<file path="src/logic/dum_pkg.sv">
// Package with constants for the dual channel modem pin logic.
package dum_pkg;
  localparam int          NUM_CH       = 2;
  localparam int          CTRL_W       = 8;
  // Bit positions inside the modem control byte.
  localparam int          BIT_TERM_RDY = 0;
  localparam int          BIT_REQ_SEND = 1;
  localparam int          BIT_AUX_ONE  = 2;
  localparam int          BIT_IRQ_EN   = 3;
  localparam logic [7:0]  CTRL_RESET   = 8'h00;
  localparam int          GPI_W        = 4;
  localparam logic [3:0]  GPI_RESET    = 4'hF;
  // Least host reset pulse, and that pulse in clock cycles at 100 MHz.
  localparam int          CLK_PERIOD_PS = 10000;
  localparam int          RST_MIN_PS    = 40000;
  localparam int          RST_MIN_CYC   = (RST_MIN_PS + CLK_PERIOD_PS - 1) / CLK_PERIOD_PS;
  // Idle level of the receive line.
  localparam logic        LINE_IDLE     = 1'b1;
  // Channel state machine codes.
  typedef enum logic [0:0] {
    CH_QUIET  = 1'b0,
    CH_ACTIVE = 1'b1
  } dum_irq_mode_t;
endpackage

</file>
<file path="src/logic/dum_top.sv">
// Top level of the dual channel modem and interrupt pin logic.
`timescale 1ns/1ps
module dum_top (
  input  wire logic                        i_ref_clk,
  input  wire logic                        i_sys_rst,
  input  wire logic                        i_ctrl_wr_a,
  input  wire logic                        i_ctrl_wr_b,
  input  wire logic [dum_pkg::CTRL_W-1:0]  i_ctrl_wdata,
  input  wire logic                        i_irq_req_a,
  input  wire logic                        i_irq_req_b,
  input  wire logic                        i_clear_send_n_a,
  input  wire logic                        i_set_ready_n_a,
  input  wire logic                        i_carrier_det_n_a,
  input  wire logic                        i_ring_ind_n_a,
  input  wire logic                        i_clear_send_n_b,
  input  wire logic                        i_set_ready_n_b,
  input  wire logic                        i_carrier_det_n_b,
  input  wire logic                        i_ring_ind_n_b,
  input  wire logic                        i_serial_in_a,
  input  wire logic                        i_serial_in_b,
  output logic      [dum_pkg::CTRL_W-1:0]  o_ctrl_a,
  output logic      [dum_pkg::CTRL_W-1:0]  o_ctrl_b,
  output logic      [dum_pkg::GPI_W-1:0]   o_gpi_n_a,
  output logic      [dum_pkg::GPI_W-1:0]   o_gpi_n_b,
  output logic                             o_line_idle_a,
  output logic                             o_line_idle_b,
  output logic                             o_irq_out_a,
  output logic                             o_irq_out_a_oe,
  output logic                             o_irq_out_b,
  output logic                             o_irq_out_b_oe,
  output logic                             o_term_ready_n_a,
  output logic                             o_term_ready_n_b,
  output logic                             o_req_send_n_a,
  output logic                             o_req_send_n_b,
  output logic                             o_aux_out_two_n_a,
  output logic                             o_aux_out_two_n_b
);
  logic [dum_pkg::NUM_CH-1:0]                  wr_v;
  logic [dum_pkg::NUM_CH-1:0]                  irq_req_v;
  logic [dum_pkg::NUM_CH-1:0][dum_pkg::GPI_W-1:0] gpi_in_v;
  logic [dum_pkg::NUM_CH-1:0][dum_pkg::GPI_W-1:0] gpi_out_v;
  logic [dum_pkg::NUM_CH-1:0][dum_pkg::CTRL_W-1:0] ctrl_v;
  logic [dum_pkg::NUM_CH-1:0]                  irq_v;
  logic [dum_pkg::NUM_CH-1:0]                  irq_oe_v;
  logic [dum_pkg::NUM_CH-1:0]                  dtr_v;
  logic [dum_pkg::NUM_CH-1:0]                  rts_v;
  logic [dum_pkg::NUM_CH-1:0]                  aux_v;
  logic [dum_pkg::NUM_CH-1:0]                  mode_v;
  logic [dum_pkg::NUM_CH-1:0][dum_pkg::CTRL_W-1:0] ctrl_q;

  // Gather per channel inputs into vectors for the channel loop.
  assign wr_v      = {i_ctrl_wr_b, i_ctrl_wr_a};
  assign irq_req_v = {i_irq_req_b, i_irq_req_a};
  assign gpi_in_v[0] = {i_ring_ind_n_a, i_carrier_det_n_a, i_set_ready_n_a, i_clear_send_n_a};
  assign gpi_in_v[1] = {i_ring_ind_n_b, i_carrier_det_n_b, i_set_ready_n_b, i_clear_send_n_b};

  // One channel instance per channel, each with its own control byte.
  for (genvar ch = 0; ch < dum_pkg::NUM_CH; ch++) begin : g_ch
    dum_chan u_chan (
      .i_ref_clk       (i_ref_clk),
      .i_sys_rst       (i_sys_rst),
      .i_wr            (wr_v[ch]),
      .i_wdata         (i_ctrl_wdata),
      .i_irq_req       (irq_req_v[ch]),
      .i_gpi_n         (gpi_in_v[ch]),
      .o_ctrl          (ctrl_v[ch]),
      .o_gpi_n         (gpi_out_v[ch]),
      .o_irq           (irq_v[ch]),
      .o_irq_oe        (irq_oe_v[ch]),
      .o_term_ready_n  (dtr_v[ch]),
      .o_req_send_n    (rts_v[ch]),
      .o_aux_out_two_n (aux_v[ch]),
      .o_mode          (mode_v[ch])
    );
  end

  // Registered copy of the control bytes for host readback.
  always_ff @(posedge i_ref_clk) begin
    if (i_sys_rst) begin
      ctrl_q <= '0;
    end else begin
      ctrl_q <= ctrl_v;
    end
  end

  // Receive line idle indication, registered; the peer keeps it high.
  // idle line high
  always_ff @(posedge i_ref_clk) begin
    if (i_sys_rst) begin
      o_line_idle_a <= 1'b1;
      o_line_idle_b <= 1'b1;
    end else begin
      o_line_idle_a <= (i_serial_in_a == dum_pkg::LINE_IDLE);
      o_line_idle_b <= (i_serial_in_b == dum_pkg::LINE_IDLE);
    end
  end

  // Channel flop outputs and the registered control copies map straight onto pins.
  assign o_ctrl_a          = ctrl_q[0];
  assign o_ctrl_b          = ctrl_q[1];
  assign o_gpi_n_a         = gpi_out_v[0];
  assign o_gpi_n_b         = gpi_out_v[1];
  assign o_irq_out_a       = irq_v[0];
  assign o_irq_out_b       = irq_v[1];
  assign o_irq_out_a_oe    = irq_oe_v[0];
  assign o_irq_out_b_oe    = irq_oe_v[1];
  assign o_term_ready_n_a  = dtr_v[0];
  assign o_term_ready_n_b  = dtr_v[1];
  assign o_req_send_n_a    = rts_v[0];
  assign o_req_send_n_b    = rts_v[1];
  // Aux two shares the enable bit, so it tracks the interrupt drive.
  assign o_aux_out_two_n_a = aux_v[0];
  assign o_aux_out_two_n_b = aux_v[1];
endmodule

</file>
<file path="src/logic/dum_chan.sv">
// One channel of modem control storage and its pin drivers.
`timescale 1ns/1ps
module dum_chan (
  input  wire logic                        i_ref_clk,
  input  wire logic                        i_sys_rst,
  input  wire logic                        i_wr,
  input  wire logic [dum_pkg::CTRL_W-1:0]  i_wdata,
  input  wire logic                        i_irq_req,
  input  wire logic [dum_pkg::GPI_W-1:0]   i_gpi_n,
  output logic      [dum_pkg::CTRL_W-1:0]  o_ctrl,
  output logic      [dum_pkg::GPI_W-1:0]   o_gpi_n,
  output logic                             o_irq,
  output logic                             o_irq_oe,
  output logic                             o_term_ready_n,
  output logic                             o_req_send_n,
  output logic                             o_aux_out_two_n,
  output logic                             o_mode
);
  logic [dum_pkg::CTRL_W-1:0] ctrl_q;
  dum_pkg::dum_irq_mode_t     mode_q;

  // Control byte storage, cleared by reset.
  // reset clears control
  always_ff @(posedge i_ref_clk) begin
    if (i_sys_rst) begin
      ctrl_q <= dum_pkg::CTRL_RESET;
    end else if (i_wr) begin
      ctrl_q <= i_wdata;
    end
  end

  // Interrupt pin mode follows the enable bit of this channel only.
  // own bit only
  always_ff @(posedge i_ref_clk) begin
    if (i_sys_rst) begin
      mode_q <= dum_pkg::CH_QUIET;
    end else begin
      case (i_wr ? i_wdata[dum_pkg::BIT_IRQ_EN] : ctrl_q[dum_pkg::BIT_IRQ_EN])
        1'b1:    mode_q <= dum_pkg::CH_ACTIVE;
        default: mode_q <= dum_pkg::CH_QUIET;
      endcase
    end
  end

  // Pin drivers, each registered so the outputs come straight from flops.
  always_ff @(posedge i_ref_clk) begin
    if (i_sys_rst) begin
      o_irq           <= 1'b0;
      o_irq_oe        <= 1'b0;
      o_aux_out_two_n <= 1'b1;
      o_term_ready_n  <= 1'b1;
      o_req_send_n    <= 1'b1;
      o_gpi_n         <= dum_pkg::GPI_RESET;
    end else begin
      o_irq_oe        <= (mode_q == dum_pkg::CH_ACTIVE);
      o_irq           <= (mode_q == dum_pkg::CH_ACTIVE) && i_irq_req;
      o_aux_out_two_n <= (mode_q != dum_pkg::CH_ACTIVE);
      o_term_ready_n  <= ~ctrl_q[dum_pkg::BIT_TERM_RDY];
      o_req_send_n    <= ~ctrl_q[dum_pkg::BIT_REQ_SEND];
      o_gpi_n         <= i_gpi_n;
    end
  end

  assign o_ctrl = ctrl_q;
  assign o_mode = mode_q;
endmodule

</file>
<file path="config.mk">
export PLATFORM = sky130hd
export DESIGN_NAME = dum_top
export DESIGN_NICKNAME = d
export VERILOG_FILES = /design/src/logic/dum_pkg.sv /design/src/logic/dum_top.sv /design/src/logic/dum_chan.sv
export SDC_FILE = /design/constraint.sdc
export NUM_CORES = 1
export LEC_CHECK = 0
export BUFFER_PORTS_ARGS = -buffer_cell sky130_fd_sc_hd__buf_2
export CORE_ASPECT_RATIO = 0.6
export CORE_MARGIN = 1.5
export CORE_UTILIZATION = 40
export CTS_CLUSTER_SIZE = 20
export DETAILED_ROUTE_END_ITERATION = 12
export GPL_TIMING_DRIVEN = 0
export PLACE_DENSITY = 0.71
export SLEW_MARGIN = 20
export SYNTH_ARGS = -nofsm -noshare
export SYNTH_HDL_FRONTEND = slang
export SYNTH_SLANG_ARGS = --single-unit
</file>
<file path="constraint.sdc">
create_clock -name i_ref_clk -period 0.8 [get_ports i_ref_clk]
set_input_delay 0.16 -clock i_ref_clk [delete_from_list [all_inputs] [get_ports i_ref_clk]]
set_output_delay 0.16 -clock i_ref_clk [all_outputs]
set_load 0.005 [all_outputs]
</file>
Yosys cells after proc, flatten, opt, wreduce, memory -nomap -nowiden. Cells that the tools add are included.

Reductions and logical operators: 2. Multiplexer cells: 4. Bitwise gates (word level): 6.

Operators with widths (number): 1-bit inverter (6); 1-bit 2-to-1 mux (4); 1-bit logical AND (2).

Output and inout bits: 36. Input port bits: 24. Bits in registers: 54. Word-level logic and storage cells: 32.

Logic depth before layout (Yosys ltp). Gate-level depths: netlist (run 1).

Word-level depth: 2. Mapped depth: 3. Mapped depth without buffers: 2.

Hierarchy. A second synthesis (run 1) with hierarchy kept.

Cell total of the unflattened synthesis: 127. Area total of the unflattened synthesis: 1581.5 sq um.

By module, submodules not included: dum_chan (cells each 45, area each 544.3 sq um, seq. area each 360.3 sq um, instances 2); dum_top (cells each 37, area each 493.0 sq um, seq. area each 360.3 sq um, instances 1).

Worst setup path after synthesis (run 1). OpenSTA, ideal clock, no wires.

Path kind: input to register. Start: input port i_ctrl_wr_a. End: register g_ch[0].u_chan.ctrl_q, in the netlist g_ch[0].u_chan.o_ctrl[3]. Cell stages on the path: 3. Arrival time: 0.607 ns. Required time: 0.683 ns. Slack: 0.076 ns. Buffers on the path: 1. Cell sequence: buf_2 > mux2i_1 > nor2_1.

RTL lines: from (decl) (line dum_top.sv:6) `input wire logic i_ctrl_wr_a,`; to (signal assigned) (line dum_chan.sv:26) `ctrl_q <= dum_pkg::CTRL_RESET;`; to (signal assigned) (line dum_chan.sv:28) `ctrl_q <= i_wdata;`; to (decl) (line dum_chan.sv:19) `logic [dum_pkg::CTRL_W-1:0] ctrl_q;`.

Worst setup path after layout (run 1).
Start: register ctrl_q, in the netlist o_ctrl_b[6]. End: output port o_ctrl_b[6] (netlist name).

RTL lines: from (decl) (line dum_top.sv:49) `logic [dum_pkg::NUM_CH-1:0][dum_pkg::CTRL_W-1:0] ctrl_q;`; from (signal assigned) (line dum_top.sv:82) `ctrl_q <= ctrl_v;`; to (decl) (line dum_top.sv:22) `output logic [dum_pkg::CTRL_W-1:0] o_ctrl_b,`.

No word-level cell between the ends.

==> run summary, run 1 <==
combined area of the multi-input logic cells: 408 um2
worst vdd ir: 1070 uV
post-synth top area share: 0.699
hold endpoint: g_ch[1].u_chan.o_gpi_n[1]
cells on worst reg2reg path: 2
clock sinks: 54
period utilization: 1.12
Min-Delay Path Class: input port to flip-flop
syn nets: 152
Final Non-Filler Cells: 240
post-place setup slack: -0.179 ns
PD cells: 2330 nW/um2
Worst setup SP type: flip-flop
setup_tns: -3.01 ns
CTS Buf Count: 5
data required time of the critical path: 0.64 ns
Peak Freq: 1110 MHz
number of port buffers: 57
Slowest cell on crit path: dfxtp_2
Max Slew Vio Count: 0
Yosys top cell by area: dfxtp_1
Int Pwr: 3.71 mW
fillers: 337
worst-margin pin slew: 0.328 ns
top post-synthesis cells by count: dfxtp_1, mux2i_1, nor2_1
Power, Total: 4.74 mW
yosys warns: 0
CTS H-tree lvls: 2
Clock Skew: 0.00646 ns
CP top delay family: flip-flops
# nets final: 216
EDFF count, synth: 0
clock power share: 0.323
switching power: 1.03 mW
Syn Inst Count: 128
routed vias: 1022
Hold Crit Start: i_set_ready_n_b
Worst Path Arrival: 0.74 ns
Max clock buf depth: 2
final antenna-violating net count: 0
R2R Path Start: g_ch[0].u_chan.o_mode
slowest cell delay on critical path: 0.32 ns
Final Worst Setup Slack: -0.0998 ns
DRC: 0
Core Box Area: 3680 um2
crit-path cells: buf_2
Setup-failing EPs final: 36
outcome: complete, but fails checks
first-pass GRT wire length: 4.53 mm
Mean Syn Cell Area: 12.1 um2
number of global-route vias before repair: 964
Die Ht: 51.2 um
Synth Cell Area: 1550 um2
Site Rows: 17
clk_lat worst skew: 0.30 ns
hold_buf cts: 0
Die Wd: 83.3 um
Crit Path Max Fanout: 1
I/O Pins: 60
Worst Setup End Kind: primary output
RSZ-0062 raised after global routing: true
Synth Flop Type: dfxtp_1
MaxCap Viol Count: 0
gpl congestion: 0.683
storage element area: 1090 um2
postcts setup bufs: 0
Crit. path cell count: 1
Min Clock Period, post-route: 0.900 ns
failing checks: setup timing
RR Endpoint: g_ch[0].u_chan.o_irq
crit path buf inv count: 1
Flop pwr share: 0.603
Total Wirelength: 2.80 mm
fraction of final layout cells sized beyond drive strength 1: 0.461
sw frac: 0.218
Yosys reg bits: 54
placed cell count: 232
Starting DRT DRC Count: 26
Comb power frac: 0.074
n_diodes: 0
largest net degree at the start of global routing: 17
FF-to-FF setup slack: 0.09 ns
CTS root buf: clkbuf_8
post-DR vias/cell: 4.26
CTS tree: done
initial antenna violation count: 0
CTS clock-pin slew for the worst setup and hold paths: 0.09 ns
number of distinct library cells after synthesis: 12
CP Class: flip-flop to primary output
Die Area: 4260 um2
fin area: 2030 um2
max_slew headroom: 0.781
Post-DP Area: 1890 um2
DRT Pass-1 Iters: 4
Initial Util: 0.420
sequential element share of the synthesized area: 0.699
Post-synth ARST share: 0
DPL Wire Length: 2.01 mm
hold depth: 2
final hold violation count: 0
total track usage: 0.142
per-cell routed wire length: 11.7 um
most numerous cell in the Yosys netlist: dfxtp_1
GR Overflow Total: 0
Layout area overhead: 31.6%
leakage power: 0.998 nW
largest cells by area after synthesis: dfxtp_1, mux2i_1, nor2b_1
==> cells by family (layout without fill, tap and decap cells) <==
group / Yosys count / count (layout) / synth area share
buffers and inverters: 12 / 77 / 0.0372
flip-flops: 54 / 54 / 0.699
multiplexers: 16 / 16 / 0.104
AND/OR/NAND/NOR: 46 / 46 / 0.160
==> power by group through the flow <==
stage | Combinational [mW] | Clock [mW] | Sequential [mW]
after CTS | 0.342 | 1.57 | 2.85
after floorplan | 0.165 | 0 | 2.92
final | 0.352 | 1.53 | 2.86
after detailed placement | 0.341 | 0 | 2.92
after global routing | 0.392 | 1.68 | 2.87
after global placement | 0.329 | 0 | 2.91
==> worst max-delay path by stage <==
stage	start	endpoint	slack (ns)
final	o_ctrl_b[6]	o_ctrl_b[6]	-0.1
after global routing	o_ctrl_b[1]	o_ctrl_b[1]	-0.13
after CTS	o_line_idle_a	o_line_idle_a	-0.11
after detailed placement	i_sys_rst	o_line_idle_a	-0.18
after global placement	i_sys_rst	o_line_idle_b	-0.16
after floorplan	i_ctrl_wr_a	g_ch[0].u_chan.o_ctrl[3]	0.08
==> stage by stage <==
step | hold slack, ns | util
after floorplan | 0.250 | -
after global placement | 0.342 | 0.514
after detailed placement | 0.344 | 0.514
after CTS | 0.0230 | 0.540
after global routing | 0.0160 | 0.553
final | 0.0335 | 0.553
==> timing repair <==
item | CTS | global route
endpoints found under the hold margin | 0 | 0
gates resized for setup | 1 | 14
endpoints found under the setup margin | 36 | 36
==> registers in the layout (all words and copies together), names as in the netlist <==
signal                       count
g_ch.u_chan.o_mode               2
g_ch.u_chan.o_ctrl              16
o_ctrl_a                         8
g_ch.u_chan.o_irq                2
o_line_idle_b                    1
g_ch.u_chan.o_aux_out_two_n      2
g_ch.u_chan.o_irq_oe             2
o_line_idle_a                    1
g_ch.u_chan.o_req_send_n         2
g_ch.u_chan.o_term_ready_n       2
g_ch.u_chan.o_gpi_n              8
o_ctrl_b                         8
==> cell usage in the layout, fill, tap and decap left out, types with 2 or more instances in the layout <==
master,n
buf_2,54
dfxtp_1,45
mux2i_1,16
nor2_1,16
nor2b_1,14
or2_2,10
dfxtp_2,9
buf_6,7
inv_1,6
clkbuf_8,6
nand2b_1,4
and2_1,2
==> metal layers <==
metal / vias to the layer above / wire length, um / track usage / part of all wire
li1: 523 / - / - / -
met1: 462 / 1210 / 0.169 / 0.43
met2: 30 / 1360 / 0.232 / 0.48
met3: 7 / 167 / 0.0501 / 0.060
met4: 0 / 63 / 0.0750 / 0.022
met5: - / 0 / 0 / 0
==> layout make-up <==
| class | count | area share |
|---|---|---|
| flip-flops and latches | 54 | 0.537 |
| multi-input cells | 62 | 0.200 |
| repair buffers | 57 | 0.159 |
| clock buffers | 6 | 0.0406 |
| well taps | 47 | 0.0289 |
| plain buffers | 6 | 0.0172 |
| inverters | 6 | 0.0111 |
| clock inverters | 2 | 0.00615 |
No activity file was read; power rests on OpenSTA's default activity.
==> inputs of run 2 (changes only) <==
--- a/config.mk
+++ b/config.mk
@@ -8,11 +8,11 @@
 export BUFFER_PORTS_ARGS = -buffer_cell sky130_fd_sc_hd__buf_2
 export CORE_ASPECT_RATIO = 0.6
 export CORE_MARGIN = 1.5
-export CORE_UTILIZATION = 40
+export CORE_UTILIZATION = 45
 export CTS_CLUSTER_SIZE = 20
 export DETAILED_ROUTE_END_ITERATION = 12
 export GPL_TIMING_DRIVEN = 0
-export PLACE_DENSITY = 0.71
+export PLACE_DENSITY = 0.76
 export SLEW_MARGIN = 20
 export SYNTH_ARGS = -nofsm -noshare
 export SYNTH_HDL_FRONTEND = slang
==> constraint.sdc (replaced) <==
create_clock -name i_ref_clk -period 1.1 [get_ports i_ref_clk]
set_input_delay 0.22 -clock i_ref_clk [delete_from_list [all_inputs] [get_ports i_ref_clk]]
set_output_delay 0.22 -clock i_ref_clk [all_outputs]
set_load 0.005 [all_outputs]
==> run 2 against run 1 <==
  * The flow now finishes without violations
  * First-iteration DRC count grew 15%
  * Combinational power shrank 30%
  * Via count grew 1.2%
  * Register-to-register slack gained 0.30 ns
  * Count of clock-buffer cells in the layout is the same
  * Core utilization grew 5.5 points
  * Final area shrank 2.5%
  * Critical endpoint is now o_line_idle_b
  * Largest cell class unchanged
  * Largest power group unchanged
==> run summary, run 2 (synthesis results as in run 1) <==
DRT Pass-1 Iters: 4
R2R Path Start: g_ch[1].u_chan.o_mode
hold depth: 2
hold_buf cts: 0
initial antenna violation count: 0
final antenna-violating net count: 0
crit-path cells: buf_2
post-DR vias/cell: 4.34
DPL Wire Length: 2.19 mm
final core utilization: 0.608
worst vdd ir: 984 uV
hold endpoint: o_line_idle_a
Crit. path cell count: 1
slowest cell delay on critical path: 0.35 ns
routed vias: 1034
Worst Path Arrival: 0.76 ns
Worst setup SP type: flip-flop
Slowest cell on crit path: dfxtp_1
Die Wd: 78.7 um
Crit Path Max Fanout: 1
CTS Buf Count: 5
PD cells: 1730 nW/um2
Clock Skew: 0.00359 ns
CP Class: flip-flop to primary output
GR Overflow Total: 0
Max Slew Vio Count: 0
first-pass GRT wire length: 4.60 mm
clk_lat worst skew: 0.30 ns
CTS H-tree lvls: 2
Die Area: 3810 um2
Setup-failing EPs final: 0
largest net degree at the start of global routing: 17
number of global-route vias before repair: 1006
postcts setup bufs: 0
RR Endpoint: g_ch[1].u_chan.o_irq
clock sinks: 54
number of port buffers: 57
I/O Pins: 60
Max clock buf depth: 2
Hold Crit Start: i_serial_in_a
data required time of the critical path: 0.88 ns
DRC: 0
Core Box Area: 3260 um2
CTS tree: done
Min-Delay Path Class: input port to flip-flop
CTS clock-pin slew for the worst setup and hold paths: 0.09 ns
Starting DRT DRC Count: 30
max_slew headroom: 0.757
commonest cells after routing, fill and taps aside: buf_2, dfxtp_1, mux2i_1, nor2_1, nor2b_1
Power, Total: 3.43 mW
CP top delay family: flip-flops
total track usage: 0.166
commonest non-fill, non-tap cell in the layout: buf_2
setup_tns: 0 ns
RSZ-0062 raised after global routing: false
MaxCap Viol Count: 0
per-cell routed wire length: 12.2 um
period utilization: 0.887
max reg flops: 16
outcome: finished clean
cells on worst reg2reg path: 2
# resized after CTS: 0
n_diodes: 0
crit path buf inv count: 1
Peak Freq: 1020 MHz
CTS root buf: clkbuf_8
Min Clock Period, post-route: 0.976 ns
gpl congestion: 0.692
# nets final: 216
worst-margin pin slew: 0.365 ns
Die Ht: 48.4 um
leakage power: 0.981 nW
fraction of final layout cells sized beyond drive strength 1: 0.415
Site Rows: 16
Initial Util: 0.474
Layout area overhead: 28.2%
FF-to-FF setup slack: 0.39 ns
final hold violation count: 0
Total Wirelength: 2.91 mm
Worst Setup End Kind: primary output
==> run 2: cell counts in the layout (fill, tap and decap cells not counted) <==
Identical to the previous run, type by type.
==> run 2: final cells by class <==
cell class / count / area [um2]
tap: 45 / 56.3
inverter: 6 / 22.5
timing repair buffer: 57 / 285
clock inverter: 2 / 12.5
multi-input combinational: 62 / 408
fill: 273 / 1280
sequential: 54 / 1080
buffer: 6 / 35.0
clock buffer: 6 / 82.6
==> run 2: how the worst max path moves through the flow <==
stage	from	slack, ns	endpoint
after detailed placement	i_sys_rst	0.05	o_line_idle_b
after global placement	i_sys_rst	0.08	g_ch[1].u_chan.o_gpi_n[0]
after CTS	o_line_idle_b	0.13	o_line_idle_b
after global routing	o_line_idle_b	0.10	o_line_idle_b
after floorplan	i_ctrl_wr_a	0.32	g_ch[0].u_chan.o_ctrl[3]
final	o_line_idle_b	0.12	o_line_idle_b
==> run 2: routing by layer <==
metal	track usage	vias up	part of all wire	wire length [um]
met5	0	-	0	0
met4	0.0833	0	0.022	65
met3	0.0642	9	0.073	213
met2	0.297	38	0.53	1530
met1	0.168	466	0.38	1100
li1	-	521	-	-
==> run 2: power by group <==
part | switching (mW) | internal [mW]
Combinational | 0.116 | 0.132
Clock | 0.595 | 0.506
Sequential | 0.0301 | 2.05
Total | 0.741 | 2.69
==> run 2: stage by stage <==
| stage | instance area (um2) | hold slack [ns] | instances | setup slack, ns |
|---|---|---|---|---|
| after floorplan | 1550 | 0.310 | 128 | 0.316 |
| after global placement | 1890 | 0.401 | 230 | 0.0837 |
| after detailed placement | 1890 | 0.407 | 230 | 0.0530 |
| after CTS | 1980 | 0.0896 | 238 | 0.126 |
| after global routing | 1980 | 0.0930 | 238 | 0.101 |
| final | 1980 | 0.0979 | 238 | 0.124 |
